**src/rtl/itb_defines.svh**
```systemverilog
// Purpose: Constants of the interval timer bus interface
// Assumes: Included by bare name from the count store and bus interface files
// Notes:   Definitions only
`ifndef ITB_DEFINES_SVH
`define ITB_DEFINES_SVH

// ----------------------------------------------------------------
// Port addresses and number of counters
// ----------------------------------------------------------------
`define ITB_ADDR_CTRL   2'h3
`define ITB_NUM_CNT     3

// ----------------------------------------------------------------
// Operating definition fields
// ----------------------------------------------------------------
`define ITB_SC_RANGE    7:6
`define ITB_RW_RANGE    5:4
`define ITB_MODE_RANGE  3:1
`define ITB_BCD_BIT     0
`define ITB_SC_READBACK 2'h3
`define ITB_FMT_LATCH   2'h0
`define ITB_FMT_LSB     2'h1
`define ITB_FMT_MSB     2'h2
`define ITB_FMT_BOTH    2'h3

// ----------------------------------------------------------------
// Values
// ----------------------------------------------------------------
`define ITB_NO_DATA     8'h00
`define ITB_ZERO8       8'h00
`define ITB_ZERO16      16'h0000
`define ITB_ONE16       16'h0001
`define ITB_MASK_LO     2'h1
`define ITB_MASK_HI     2'h2
`define ITB_MASK_ALL    2'h3
`define ITB_DEF_RESET   6'h00
`define ITB_NIB_ZERO    4'h0
`define ITB_NIB_NINE    4'h9
`define ITB_NIB_ONE     4'h1

`endif

```
**src/rtl/itb_pkg.sv**
```systemverilog
// Purpose: Types of the interval timer bus interface
// Assumes: Used with package scope only
// Notes:   No constants live here
package itb_pkg;
    // Which byte of a two byte access comes next
    typedef enum logic {
        itb_low_next,
        itb_high_next
    } itb_phase_type;

    // Per counter operating definition
    typedef struct packed {
        logic [2:0] mode;                   // Counting mode
        logic [1:0] fmt;                    // Access format
        logic       bcd;                    // Decimal counting
    } itb_def_type;
endpackage : itb_pkg

```
**src/rtl/itb_store_if.sv**
```systemverilog
// Purpose: Carrier between bus logic and count register store
// Assumes: One clock domain
// Notes:   Read data arrive one cycle after index
`timescale 1ns/10ps
`default_nettype none
interface itb_store_if;
    logic        wr_en;                     // Write a count register
    logic [1:0]  wr_idx;                    // Counter written
    logic [1:0]  wr_mask;                   // Byte lanes written
    logic [15:0] wr_data;                   // Write data
    logic [1:0]  rd_idx;                    // Counter read
    logic [15:0] rd_data;                   // Registered read data

    modport ctrl  (output wr_en, wr_idx, wr_mask, wr_data, rd_idx, input rd_data);
    modport store (input wr_en, wr_idx, wr_mask, wr_data, rd_idx, output rd_data);
endinterface : itb_store_if
`default_nettype wire

```
**src/rtl/itb_count_store.sv**
```systemverilog
// Purpose: Count registers of all counters
// Assumes: Writes and reads never need the same cycle ordering
// Notes:   Read data come from a register
`timescale 1ns/10ps
`default_nettype none
`include "itb_defines.svh"
module itb_count_store #(
    parameter int NUM = `ITB_NUM_CNT        // Number of counters
) (
    input  wire logic mclk_in,              // System clock
    input  wire logic sys_rst_in,           // Async reset, high
    itb_store_if.store st                   // Store port
);
    logic [15:0] mem [NUM];                 // Count registers

    // ------------------------------------------------------------
    // Byte lane writes
    // ------------------------------------------------------------
    always_ff @(posedge mclk_in) begin
        if (st.wr_en && st.wr_mask[0]) begin
            mem[st.wr_idx][7:0] <= st.wr_data[7:0];
        end
        if (st.wr_en && st.wr_mask[1]) begin
            mem[st.wr_idx][15:8] <= st.wr_data[15:8];
        end
    end

    // ------------------------------------------------------------
    // Registered read
    // ------------------------------------------------------------
    always_ff @(posedge mclk_in or posedge sys_rst_in) begin
        if (sys_rst_in) begin
            st.rd_data <= `ITB_ZERO16;
        end else begin
            st.rd_data <= mem[st.rd_idx];
        end
    end
endmodule : itb_count_store
`default_nettype wire

```
**src/rtl/itb_bus_interface.sv**
```systemverilog
// Purpose: Host bus interface and three counters of the interval timer
// Assumes: All host and counter pins synchronous to mclk_in
// Notes:   Every counter counts as mode 0 here; other modes left out
`timescale 1ns/10ps
`default_nettype none
`include "itb_defines.svh"
module itb_bus_interface #(
    parameter int NUM = `ITB_NUM_CNT        // Number of counters
) (
    input  wire logic       mclk_in,            // System clock
    input  wire logic       sys_rst_in,         // Async reset, high
    input  wire logic [1:0] port_select_in,     // Port address
    input  wire logic       chip_sel_n_in,      // Chip select, low
    input  wire logic       read_n_in,          // Read strobe, low
    input  wire logic       write_n_in,         // Write strobe, low
    input  wire logic [7:0] host_data_bus_in,   // Data bus in
    output logic      [7:0] host_data_bus_out,  // Data bus out
    output logic            host_data_bus_oe_out, // Data bus drive enable
    input  wire logic [2:0] cnt_clk_in,         // Counter clocks
    input  wire logic [2:0] cnt_gate_in,        // Counter gates
    output logic      [2:0] cnt_out_out         // Counter outputs
);
    // ------------------------------------------------------------
    // Declarations
    // ------------------------------------------------------------
    itb_store_if st ();                         // Store carrier

    logic                  wr_n_reg;            // Delayed write strobe
    logic                  rd_n_reg;            // Delayed read strobe
    logic                  cs_n_reg;            // Delayed chip select
    logic [1:0]            addr_reg;            // Delayed address
    logic [7:0]            data_reg;            // Delayed write data
    logic                  wr_take;             // Write strobe rise
    logic                  rd_end;              // Read strobe rise
    logic                  wr_done;             // Count fully written
    logic                  load_req_reg;        // Store read issued
    logic                  load_go_reg;         // Store data ready
    logic [1:0]            load_idx_reg;        // Counter to load
    logic [7:0]            rd_byte;             // Byte for the bus
    itb_pkg::itb_def_type  def_reg   [NUM];     // Definitions
    itb_pkg::itb_phase_type wph_reg  [NUM];     // Write byte phase
    itb_pkg::itb_phase_type rph_reg  [NUM];     // Read byte phase
    logic [15:0]           ce_reg    [NUM];     // Counting elements
    logic [NUM-1:0]        armed_reg;           // Count loaded
    logic [NUM-1:0]        clk_q_reg;           // Delayed counter clock
    logic [NUM-1:0]        out_reg;             // Counter outputs

    // Decimal or binary decrement of a count
    function automatic logic [15:0] itb_dec(input logic [15:0] v, input logic bcd);
        logic [15:0] r;
        logic        borrow;
        r      = v;
        borrow = 1'b1;
        if (!bcd) begin
            r = v - `ITB_ONE16;
        end else begin
            for (int n = 0; n < 4; n++) begin
                if (borrow) begin
                    if (r[n*4 +: 4] == `ITB_NIB_ZERO) begin
                        r[n*4 +: 4] = `ITB_NIB_NINE;
                    end else begin
                        r[n*4 +: 4] = r[n*4 +: 4] - `ITB_NIB_ONE;
                        borrow      = 1'b0;
                    end
                end
            end
        end
        return r;
    endfunction : itb_dec

    // ------------------------------------------------------------
    // Count register store
    // ------------------------------------------------------------
    itb_count_store #(
        .NUM        (NUM)
    ) u_store (
        .mclk_in    (mclk_in),
        .sys_rst_in (sys_rst_in),
        .st         (st)
    );

    // ------------------------------------------------------------
    // Bus sampling
    // ------------------------------------------------------------
    // Delay strobes, address and data one cycle
    always_ff @(posedge mclk_in or posedge sys_rst_in) begin
        if (sys_rst_in) begin
            wr_n_reg <= 1'b1;
            rd_n_reg <= 1'b1;
            cs_n_reg <= 1'b1;
            addr_reg <= `ITB_ADDR_CTRL;
            data_reg <= `ITB_ZERO8;
        end else begin
            wr_n_reg <= write_n_in;
            rd_n_reg <= read_n_in;
            cs_n_reg <= chip_sel_n_in;
            addr_reg <= port_select_in;
            data_reg <= host_data_bus_in;
        end
    end

    // Strobe edges qualified by chip select
    always_comb begin
        wr_take = write_n_in & ~wr_n_reg & ~cs_n_reg;
        rd_end  = read_n_in & ~rd_n_reg & ~cs_n_reg;
    end

    // ------------------------------------------------------------
    // Count writes into the store
    // ------------------------------------------------------------
    always_comb begin
        st.wr_en   = 1'b0;
        st.wr_idx  = addr_reg;
        st.wr_mask = `ITB_MASK_ALL;
        st.wr_data = {data_reg, data_reg};
        wr_done    = 1'b0;
        st.rd_idx  = load_idx_reg;
        if (wr_take && addr_reg != `ITB_ADDR_CTRL) begin
            st.wr_en = 1'b1;
            unique case (def_reg[addr_reg].fmt)
                // Single byte formats clear the other byte
                `ITB_FMT_LSB: begin
                    st.wr_data = {`ITB_ZERO8, data_reg};
                    wr_done    = 1'b1;
                end
                `ITB_FMT_MSB: begin
                    st.wr_data = {data_reg, `ITB_ZERO8};
                    wr_done    = 1'b1;
                end
                `ITB_FMT_BOTH: begin
                    if (wph_reg[addr_reg] == itb_pkg::itb_low_next) begin
                        st.wr_mask = `ITB_MASK_LO;
                    end else begin
                        st.wr_mask = `ITB_MASK_HI;
                        wr_done    = 1'b1;
                    end
                end
                // Never programmed: ignore count bytes
                default: begin
                    st.wr_en = 1'b0;
                end
            endcase
        end
    end

    // Two stage load from store into counting element
    always_ff @(posedge mclk_in or posedge sys_rst_in) begin
        if (sys_rst_in) begin
            load_req_reg <= 1'b0;
            load_go_reg  <= 1'b0;
            load_idx_reg <= `ITB_ADDR_CTRL;
        end else begin
            load_req_reg <= wr_done;
            load_go_reg  <= load_req_reg;
            if (wr_done) begin
                load_idx_reg <= addr_reg;
            end
        end
    end

    // ------------------------------------------------------------
    // Per counter logic
    // ------------------------------------------------------------
    for (genvar i = 0; i < NUM; i++) begin : g_cnt
        logic sel;                              // Counter addressed
        logic cw_hit;                           // Definition for it
        logic tick;                             // Counter clock rise
        assign sel    = (addr_reg == 2'(i));
        assign cw_hit = wr_take && addr_reg == `ITB_ADDR_CTRL
                        && data_reg[`ITB_SC_RANGE] == 2'(i)
                        && data_reg[`ITB_SC_RANGE] != `ITB_SC_READBACK
                        && data_reg[`ITB_RW_RANGE] != `ITB_FMT_LATCH;
        assign tick   = cnt_clk_in[i] & ~clk_q_reg[i];

        // Definition and byte phases
        always_ff @(posedge mclk_in or posedge sys_rst_in) begin
            if (sys_rst_in) begin
                def_reg[i] <= `ITB_DEF_RESET;
                wph_reg[i] <= itb_pkg::itb_low_next;
                rph_reg[i] <= itb_pkg::itb_low_next;
            end else if (cw_hit) begin
                def_reg[i].mode <= data_reg[`ITB_MODE_RANGE];
                def_reg[i].fmt  <= data_reg[`ITB_RW_RANGE];
                def_reg[i].bcd  <= data_reg[`ITB_BCD_BIT];
                wph_reg[i]      <= itb_pkg::itb_low_next;
                rph_reg[i]      <= itb_pkg::itb_low_next;
            end else begin
                if (st.wr_en && sel && def_reg[i].fmt == `ITB_FMT_BOTH) begin
                    wph_reg[i] <= (wph_reg[i] == itb_pkg::itb_low_next)
                                  ? itb_pkg::itb_high_next : itb_pkg::itb_low_next;
                end
                if (rd_end && sel && def_reg[i].fmt == `ITB_FMT_BOTH) begin
                    rph_reg[i] <= (rph_reg[i] == itb_pkg::itb_low_next)
                                  ? itb_pkg::itb_high_next : itb_pkg::itb_low_next;
                end
            end
        end

        // Counting element and output
        always_ff @(posedge mclk_in or posedge sys_rst_in) begin
            if (sys_rst_in) begin
                ce_reg[i]    <= `ITB_ZERO16;
                armed_reg[i] <= 1'b0;
                clk_q_reg[i] <= 1'b0;
                out_reg[i]   <= 1'b0;
            end else begin
                clk_q_reg[i] <= cnt_clk_in[i];
                if (cw_hit) begin
                    armed_reg[i] <= 1'b0;
                    out_reg[i]   <= 1'b0;
                end else if (load_go_reg && load_idx_reg == 2'(i)) begin
                    ce_reg[i]    <= st.rd_data;
                    armed_reg[i] <= 1'b1;
                    out_reg[i]   <= 1'b0;
                end else if (armed_reg[i] && tick && cnt_gate_in[i]) begin
                    ce_reg[i] <= itb_dec(ce_reg[i], def_reg[i].bcd);
                    if (ce_reg[i] == `ITB_ONE16) begin
                        out_reg[i] <= 1'b1;
                    end
                end
            end
        end
    end

    // ------------------------------------------------------------
    // Read data path
    // ------------------------------------------------------------
    always_comb begin
        rd_byte = `ITB_NO_DATA;
        if (port_select_in != `ITB_ADDR_CTRL) begin
            unique case (def_reg[port_select_in].fmt)
                `ITB_FMT_MSB: rd_byte = ce_reg[port_select_in][15:8];
                `ITB_FMT_BOTH: begin
                    if (rph_reg[port_select_in] == itb_pkg::itb_high_next) begin
                        rd_byte = ce_reg[port_select_in][15:8];
                    end else begin
                        rd_byte = ce_reg[port_select_in][7:0];
                    end
                end
                default: rd_byte = ce_reg[port_select_in][7:0];
            endcase
        end
    end

    // Registered bus drive
    always_ff @(posedge mclk_in or posedge sys_rst_in) begin
        if (sys_rst_in) begin
            host_data_bus_out    <= `ITB_NO_DATA;
            host_data_bus_oe_out <= 1'b0;
        end else begin
            host_data_bus_oe_out <= ~chip_sel_n_in & ~read_n_in;
            host_data_bus_out    <= rd_byte;
        end
    end

    // Counter outputs straight from flops
    always_ff @(posedge mclk_in or posedge sys_rst_in) begin
        if (sys_rst_in) begin
            cnt_out_out <= 3'h0;
        end else begin
            // Copy of counter outputs
            cnt_out_out <= out_reg;
        end
    end
endmodule : itb_bus_interface
`default_nettype wire

```
**config.mk**
```make
export PLATFORM = sky130hd
export DESIGN_NAME = itb_bus_interface
export DESIGN_NICKNAME = d
export VERILOG_FILES = /design/src/rtl/itb_pkg.sv /design/src/rtl/itb_store_if.sv /design/src/rtl/itb_count_store.sv /design/src/rtl/itb_bus_interface.sv
export VERILOG_INCLUDE_DIRS = /design/src /design/src/rtl
export SDC_FILE = /design/constraint.sdc
export NUM_CORES = 1
export LEC_CHECK = 0
export BUFFER_PORTS_ARGS = -buffer_cell sky130_fd_sc_hd__buf_2
export CAP_MARGIN = 20
export CORE_MARGIN = 3
export CORE_UTILIZATION = 30
export CTS_CLUSTER_DIAMETER = 60
export CTS_CLUSTER_SIZE = 8
export DETAILED_ROUTE_END_ITERATION = 8
export PLACE_DENSITY = 0.45
export RECOVER_POWER = 100
export SLEW_MARGIN = 40
export SYNTH_ARGS = -nofsm -noshare
export SYNTH_HDL_FRONTEND = slang
export SYNTH_SLANG_ARGS = --single-unit
export TNS_END_PERCENT = 5
```
**constraint.sdc**
```tcl
create_clock -name mclk_in -period 7.2 [get_ports mclk_in]
set_input_delay 0 -clock mclk_in [delete_from_list [all_inputs] [get_ports mclk_in]]
set_output_delay 0 -clock mclk_in [all_outputs]
set_load 0.03 [all_outputs]
```
==> metrics.txt, run 1 <==
status=complete, but fails checks; failing checks=max-capacitance violations, max-slew violations; Most used DFF post-synth=dfrtp_1; CP Cell Sequence=nand3b_1 -> a32oi_1 -> clkbuf_1 -> o21ai_0 -> o21ai_0 -> o31ai_1; drt total wl=roughly 25000 um; Peak VDD IR=around 0.15 mV; Reg2Reg Launch Point=load_idx_reg[0]; CP Launch Point=load_idx_reg[0]; number of distinct library cells after synthesis=83; chip height=around 170 um; Worst slew margin=-0.717; CP Buf/Inv Count=1; most instantiated library cell after synthesis=dfrtp_1; R2R setup slack=around 3000 ps; Final ANT Viol Nets=0; total CTS buffers=17; # diodes=0; biggest cell delay along the critical path=between 1000 and 1500 ps; Syn Area/Cell=about 10 um2; first-pass GRT wire length=around 39000 um; drt pass-1 iters=5; post-route cell area=between 9000 and 10000 um2; CP most frequent cell=o21ai_0; sequential element share of the synthesized area=0.516; clock sinks=approximately 170; Worst Path Max Fanout=27; Crit path max-delay family=compound AO/OA/AOI/OAI gates; final setup fails=0; CTS tree=done; die area=slightly above 30000 um2; routed wire length per instance=~21 um; async set-reset flop share out of synthesis=0.709; Longest Clk Path Bufs=2; clock insertion delay at the later pin of the skew report=roughly 440 ps; top post-synthesis cells by count=dfrtp_1 (110), o21ai_0 (77), nand2_1 (72), edfxtp_1 (48); worst hold path class=primary input to flop; Initial DRC Count=617; worst slack, placed=3880 ps; post-synthesis register bit count=~170; Reg area=about 4400 um2; nature of the critical path endpoint=flop; Initial Util=0.310; Synth Instances=~810; Port Buf Inserts=32; CP required=about 7500 ps; routed via count=between 6000 and 7000; Synth area leaders=dfrtp_1 (32%), edfxtp_1 (17%), o21ai_0 (4.5%); Worst path slowest cell=dfstp_1; initial antenna violation count=1; gr ovfl total=0; Fillers=2805; CP Launch Type=flop; Multi-input gate area=roughly 3700 um2; Area growth, synth to finish=12.8%; post-synth top area share=0.325; dpl hpwl=16900 um; max cap viols=3; Worst Hold End=out_reg[1]; TNS Setup=0 ps; unrepaired setup endpoints after global routing=no; largest net degree at the start of global routing=46; arrival time worst endpoint=around 4500 ps; min-delay src=cnt_gate_in[1]; endpoints failing hold=0; Core Util, Final=0.350; worst clock skew=~11 ps; placer congestion estimate=just over 0.8; core area=~27000 um2; placed cell area=roughly 9000 um2; clock root cell=clkbuf_16; fmax=between 0.2 and 0.25 GHz; layout cells sized above 1=0.0954; number of synthesized flops with an enable pin=48; post-synth top area cell=dfrtp_1; Min-Delay Path Depth=4; std cell rows=60; H-tree levels=4; Reg clk slew, reported paths=around 70 ps; Ys Warns=0; Final nets=870; via/cell ratio=around 5.3; Slew @ Worst Pin=between 2000 and 3000 ps; min cycle time layout=roughly 4200 ps; Lkg Pwr=0.00372 uW; aggregate global-route resource usage=0.169; final worst slack=around 3000 ps; Critical R2R Capture=ce_reg[30]; PwrDens=roughly 340 nW/um2; Die Wd=174 um; DRC viols=0; R2R depth=6; post-synth net total=roughly 840; Slew Viols, Final=between 100 and 150; num ports=33; number of global-route vias before repair=6401; Post-CTS Resized=0; crit path kind=flop to flop; mapped cell area=8480 um2; fin crit share=0.586
==> power by group <==
part           switching (uW)  internal, uW  total, uW
Clock                     419           451        870
Sequential                417          1140       1560
Combinational             432           352        784
Total                    1270          1950       3210
==> layer usage <==
| metal | up-vias | track usage | wire, um |
|---|---|---|---|
| li1 | 3082 | - | - |
| met1 | 3235 | 0.242 | 12100 |
| met2 | 140 | 0.263 | 11600 |
| met3 | 22 | 0.0336 | 912 |
| met4 | 0 | 0.0429 | 359 |
| met5 | - | 0 | 0 |
==> layout make-up <==
cell class	count	area share
sequential	165	0.458
multi-input combinational	566	0.389
tap	372	0.0487
clock buffer	17	0.0445
timing repair buffer	55	0.0350
clock inverter	15	0.0127
inverter	31	0.0123
==> per-stage QoR <==
stage	hold slack (ps)	cells	power (uW)
CTS	79.4	1220	3260
detailed placement	104	1171	2370
global route	125	1221	3430
floorplan	4.48	808	2030
finish	112	1221	3210
global placement	100	1170	2360
==> tightest hold or removal path, delay by kind of cell <==
family	cells	cell delay (ps)
buffers and inverters	1	110
AO/OA/AOI/OAI	1	150
AND/OR/NAND/NOR	2	250
==> cell usage in the layout (no fill, tap or decap), types with 12 or more instances in the layout <==
master | Yosys | routed
clkbuf_1 | 34 | 23
nor3_1 | 20 | 22
mux2_2 | 13 | 12
nand2_1 | 72 | 72
clkbuf_16 | 0 | 17
ha_1 | 13 | 13
a31oi_1 | 12 | 16
buf_2 | 8 | 14
and2_0 | 0 | 16
o22ai_1 | 25 | 25
inv_1 | 30 | 29
dfrtp_1 | 110 | 109
nor2_1 | 44 | 44
dlygate4sd3_1 | 0 | 17
edfxtp_1 | 48 | 48
a21oi_1 | 44 | 44
o21ai_0 | 77 | 80
mux2i_1 | 33 | 33
==> logic make-up after synthesis <==
family / count (synthesis) / share of synthesized area
buf+inv: 77 / 0.0363
flops: 165 / 0.516
mux: 46 / 0.0562
fa+ha+maj: 13 / 0.0192
compound gates: 271 / 0.215
xor+xnor: 1 / 0.00103
simple gates: 235 / 0.155
==> how the worst max path moves through the flow <==
stage                               to  slack, ps  cells after the start
after detailed placement    ce_reg[30]       3880                      5
after global placement      ce_reg[29]       3910                      5
after global routing        def_reg[0]       2380                      4
final                       ce_reg[30]       2980                      6
after floorplan           armed_reg[0]       4110                      1
after CTS                   ce_reg[30]       3880                      5
==> repair_timing <==
action / CTS / global route
buffers inserted: 0 / 0
hold endpoints to repair: 55 / 0
setup endpoints to repair: 0 / 0
hold buffers: 17 / 0
Power figures use the tool's default switching activity.
==> run 2: changes to the inputs <==
--- a/config.mk
+++ b/config.mk
@@ -13,7 +13,7 @@
 export CTS_CLUSTER_DIAMETER = 60
 export CTS_CLUSTER_SIZE = 8
 export DETAILED_ROUTE_END_ITERATION = 8
-export PLACE_DENSITY = 0.45
+export PLACE_DENSITY = 0.46
 export RECOVER_POWER = 100
 export SLEW_MARGIN = 40
 export SYNTH_ARGS = -nofsm -noshare
==> constraint.sdc (replaced) <==
create_clock -name mclk_in -period 3.81 [get_ports mclk_in]
set_input_delay 0 -clock mclk_in [delete_from_list [all_inputs] [get_ports mclk_in]]
set_output_delay 0 -clock mclk_in [all_outputs]
set_load 0.03 [all_outputs]
==> run 2 against run 1 <==
Effect of this change:
- the run still ends with max-capacitance violations, max-slew violations left
- final cell count is 0.57% higher
- hold slack gained 15 ps
- register-to-register slack worse by 2300 ps
- first-iteration DRC count decreased by 19%
- highest routed layer unchanged
==> metrics.txt, run 2 (synthesis results as in run 1) <==
Lkg Pwr=0.00381 uW (was 0.00372 uW); clock insertion delay at the later pin of the skew report=440 ps (about the same); TNS Setup=0 ps (unchanged); Worst slew margin=-0.713 (was -0.717); clock root cell=clkbuf_16 (unchanged); fin crit share=0.822 (was 0.586); gr ovfl total=0 (unchanged); Port Buf Inserts=32 (unchanged); chip height=174 um (unchanged); dpl hpwl=16700 um (was 16900 um); Initial DRC Count=499 (was 617); post-CTS setup buffers=0 (unchanged); Final nets=877 (was 870); max cap viols=1 (was 3); CP required=4100 ps (was 7490 ps); placer congestion estimate=0.816 (was 0.823); endpoints failing hold=0 (unchanged); drt pass-1 iters=5 (unchanged); PwrDens=646 nW/um2 (was 336 nW/um2); num ports=33 (unchanged); dpl cells=1179 (was 1171); total CTS buffers=17 (unchanged); commonest non-fill, non-tap cells in the layout=dfrtp_1 (109), o21ai_0 (80), nand2_1 (72) (unchanged); Longest Clk Path Bufs=2 (unchanged); post-route cell area=9750 um2 (was 9560 um2); Die Wd=174 um (unchanged); Final Non-Filler Cells=1228 (was 1221); Core Util, Final=0.357 (was 0.350); commonest non-fill, non-tap cell in the layout=dfrtp_1 (unchanged); worst hold path class=primary input to flop (unchanged); Worst Path Max Fanout=23 (was 27); Slew Viols, Final=63 (was 122); H-tree levels=4 (unchanged); routed wire length per instance=20.2 um (was 20.5 um); crit path kind=flop to flop (unchanged); first-pass GRT wire length=38800 um (was 39100 um); placed cell area=9040 um2 (was 8980 um2); clock sinks=165 (unchanged); worst clock skew=18.6 ps (was 10.8 ps); drt total wl=24800 um (was 25000 um); CTS tree=done (unchanged); std cell rows=60 (unchanged); via/cell ratio=5.33 (was 5.31); Initial Util=0.310 (unchanged); Fillers=2776 (was 2805); number of global-route vias before repair=6287 (was 6401); arrival time worst endpoint=3420 ps (was 4510 ps); Hold WS=128 ps (was 112 ps); final setup fails=0 (unchanged); routed via count=6542 (was 6479); Reg clk slew, reported paths=80 ps (was 70 ps); DRC viols=0 (unchanged); nature of the critical path endpoint=flop (unchanged); CP Launch Type=flop (unchanged); Final ANT Viol Nets=0 (unchanged); fmax=0.319 GHz (was 0.237 GHz); core area=27300 um2 (unchanged); unrepaired setup endpoints after global routing=no (unchanged); # diodes=0 (unchanged); initial antenna violation count=0 (was 1); min cycle time layout=3130 ps (was 4220 ps); layout cells sized above 1=0.110 (was 0.0954); Slew @ Worst Pin=2570 ps (was 2580 ps); status=complete, but fails checks (unchanged); Area growth, synth to finish=15.0% (was 12.8%); largest net degree at the start of global routing=63 (was 46); Peak VDD IR=0.289 mV (was 0.154 mV); aggregate global-route resource usage=0.167 (was 0.169); failing checks=max-capacitance violations, max-slew violations (unchanged); die area=30300 um2 (unchanged)
-- run 2: cell type report --
| type | instances | area [um2] | share of cell area |
|---|---|---|---|
| Sequential cell | 165 | 4380 | 0.449 |
| Multi-Input combinational cell | 566 | 3750 | 0.385 |
| Tap cell | 372 | 465 | 0.0478 |
| Clock buffer | 17 | 425 | 0.0436 |
| Timing Repair Buffer | 62 | 378 | 0.0388 |
| Clock inverter | 15 | 228 | 0.0234 |
| Inverter | 31 | 116 | 0.0119 |
-- run 2: critical path, stage by stage (launching register included) --
cell and delay (ps):
dfstp_1 1350, nand3b_2 400, a32oi_1 290, buf_4 210, o21ai_0 320, o21ai_0 310, o31ai_1 100
-- run 2: power breakdown --
part	total [uW]	switching (uW)	leakage [uW]	internal, uW
clock network	1870	899	0.000313	971
registers	2940	782	0.00189	2160
logic	1490	817	0.00160	669
-- run 2: through the flow --
step	worst slack, ps	power (uW)
finish	678	6300
global route	336	6700
CTS	859	6360
detailed placement	869	4460
global placement	932	4460
floorplan	721	3840
-- run 2: repair_timing --
| item | CTS | global route |
|---|---|---|
| hold buffers | 17 | 0 |
| endpoints found under the hold margin | 73 | 0 |
| resized for setup | 0 | 0 |
| setup endpoints to repair | 0 | 0 |
-- run 2: worst paths after layout --
| check | startpoint | end | slack, ps | cells past startpoint |
|---|---|---|---|---|
| hold reg to reg | load_req_reg | load_go_reg | 360 | 0 |
| max in group asynchronous | sys_rst_in | ce_reg[45] | 920 | 4 |
| setup / recovery | load_idx_reg[0] | ce_reg[30] | 680 | 6 |
| min in group asynchronous | sys_rst_in | data_reg[0] | 970 | 3 |
| setup reg to reg | load_idx_reg[0] | ce_reg[30] | 680 | 6 |
| hold / removal | cnt_gate_in[1] | out_reg[1] | 130 | 4 |
-- run 2: layer usage --
metal	vias up	wire length [um]	GRT usage
li1	3104	-	-
met1	3263	12000	0.235
met2	151	11500	0.265
met3	24	808	0.0280
met4	0	438	0.0486
met5	-	0	0
==> run 3: changes to the inputs <==
==> constraint.sdc (replaced) <==
create_clock -name mclk_in -period 2.5 [get_ports mclk_in]
set_input_delay 0 -clock mclk_in [delete_from_list [all_inputs] [get_ports mclk_in]]
set_output_delay 0 -clock mclk_in [all_outputs]
set_load 0.03 [all_outputs]
==> run 3 against run 2 <==
Effect of this change:
- hold slack got worse by 39 ps
- clock power up 47%
- global-route usage up 0.50 points
- combinational power grew 78%
- total power grew 54%
- routed wire length rose by 3.4%
- count of clock-buffer cells in the layout stayed put
- the flow now finishes without violations
- flip-flop and latch count is the same
- highest routed layer unchanged
==> metrics.txt, run 3 (synthesis results as in run 1) <==
DRC viols=0 (unchanged); Die Wd=174 um (unchanged); first-pass GRT wire length=39700 um (was 38800 um); routed via count=6590 (was 6542); clock sinks=165 (unchanged); drt total wl=25700 um (was 24800 um); Port Buf Inserts=32 (unchanged); Worst Path Max Fanout=8 (was 23); Worst slew margin=0.109 (was -0.713); post-route cell area=9980 um2 (was 9750 um2); worst slack, placed=182 ps (was 869 ps); num ports=33 (unchanged); routed wire length per instance=20.2 um (about the same); placed cell area=9370 um2 (was 9040 um2); Final Non-Filler Cells=1268 (was 1228); Peak VDD IR=0.427 mV (was 0.289 mV); Slew @ Worst Pin=1340 ps (was 2570 ps); met1 GRT Util=0.243 (was 0.235); H-tree levels=4 (unchanged); chip height=174 um (unchanged); Reg clk slew, reported paths=80 ps (about the same); die area=30300 um2 (unchanged); CP required=2670 ps (was 4100 ps); gr ovfl total=0 (unchanged); worst clock skew=19.8 ps (was 18.6 ps); TNS Setup=0 ps (unchanged); PwrDens=971 nW/um2 (was 646 nW/um2); Slew Viols, Final=0 (was 63); via/cell ratio=5.20 (was 5.33); min cycle time layout=2280 ps (was 3130 ps); final worst slack=218 ps (was 678 ps); total CTS buffers=17 (unchanged); number of global-route vias before repair=6394 (was 6287); aggregate global-route resource usage=0.172 (was 0.167); total power=9690 uW (was 6300 uW); clock root cell=clkbuf_16 (unchanged); Initial Util=0.310 (unchanged); commonest non-fill, non-tap cells in the layout=dfrtp_1 (110), o21ai_0 (80), nand2_1 (72) (was dfrtp_1 (109), o21ai_0 (80), nand2_1 (72)); CTS tree=done (unchanged); Longest Clk Path Bufs=2 (unchanged); status=finished clean (was complete, but fails checks); Lkg Pwr=0.00397 uW (was 0.00381 uW); clock insertion delay at the later pin of the skew report=450 ps (was 440 ps); met2 usage=0.273 (was 0.265); nature of the critical path endpoint=flop (unchanged); post-CTS setup buffers=0 (unchanged); endpoints failing hold=0 (unchanged); placer congestion estimate=0.835 (was 0.816); dpl hpwl=17700 um (was 16700 um); Final ANT Viol Nets=0 (unchanged); CP Launch Type=flop (unchanged); Area growth, synth to finish=17.7% (was 15.0%); layout cells sized above 1=0.144 (was 0.110); arrival time worst endpoint=2450 ps (was 3420 ps); std cell rows=60 (unchanged); worst hold path class=primary input to flop (unchanged); Initial DRC Count=380 (was 499); Final nets=917 (was 877); unrepaired setup endpoints after global routing=no (unchanged); final setup fails=0 (unchanged); most used routing layer in global routing=met2 (unchanged); drt pass-1 iters=5 (unchanged); met3 Usage GRT=0.0310 (was 0.0280); dpl cells=1220 (was 1179); fmax=0.438 GHz (was 0.319 GHz); commonest non-fill, non-tap cell in the layout=dfrtp_1 (unchanged); # diodes=0 (unchanged); core area=27300 um2 (unchanged); crit path kind=flop to flop (unchanged); fin crit share=0.913 (was 0.822); largest net degree at the start of global routing=52 (was 63); initial antenna violation count=0 (unchanged); max cap viols=0 (was 1)
## run 3: worst paths after layout
| check | start | endpoint | slack, ps | cells past startpoint |
|---|---|---|---|---|
| worst max-delay path | addr_reg[1] | u_store.mem[1][10] | 220 | 7 |
| worst min-delay path | cnt_gate_in[1] | out_reg[1] | 90 | 4 |
| worst max register to register | addr_reg[1] | u_store.mem[1][10] | 220 | 7 |
| worst min register to register | load_req_reg | load_go_reg | 350 | 0 |
| max in group asynchronous | sys_rst_in | addr_reg[0] | 630 | 5 |
| min in group asynchronous | sys_rst_in | data_reg[6] | 130 | 3 |
## run 3: cell type report
cell class	count	area [um2]
Clock buffer	17	425
Clock inverter	15	194
Fill cell	2775	17300
Inverter	31	118
Multi-Input combinational cell	566	3750
Sequential cell	165	4380
Tap cell	372	465
Timing Repair Buffer	102	646
## run 3: worst max-delay path: stages, from the launching register on
cell	delay (ps)
dfstp_2	530
nor2b_2	190
nand2_1	80
o21a_1	150
ha_1	310
nand3_1	70
or2_0	390
and2_0	290
## run 3: layer usage
metal | up-vias | part of all wire
met5 | - | 0
met4 | 0 | 0.013
met3 | 17 | 0.028
met2 | 108 | 0.47
met1 | 3275 | 0.49
li1 | 3190 | -
## run 3: timing repair
action                                  in CTS  in global routing
endpoints found under the setup margin       0                 41
hold buffers                                16                  0
endpoints found under the hold margin      110                  0
resized for setup                            0                  3
## run 3: where the power goes
| part | internal, uW | leakage, uW | switching [uW] |
|---|---|---|---|
| registers | 3290 | 0.00189 | 1000 |
| logic | 1150 | 0.00177 | 1500 |
| clock network | 1370 | 0.000300 | 1370 |
| total | 5810 | 0.00397 | 3880 |
## run 3: per-stage QoR
step                utilization  hold WS, ps
finish                    0.365         88.2
detailed placement        0.343         20.7
global placement          0.342          109
CTS                       0.371        0.636
floorplan                     -         4.48
global route              0.365          120
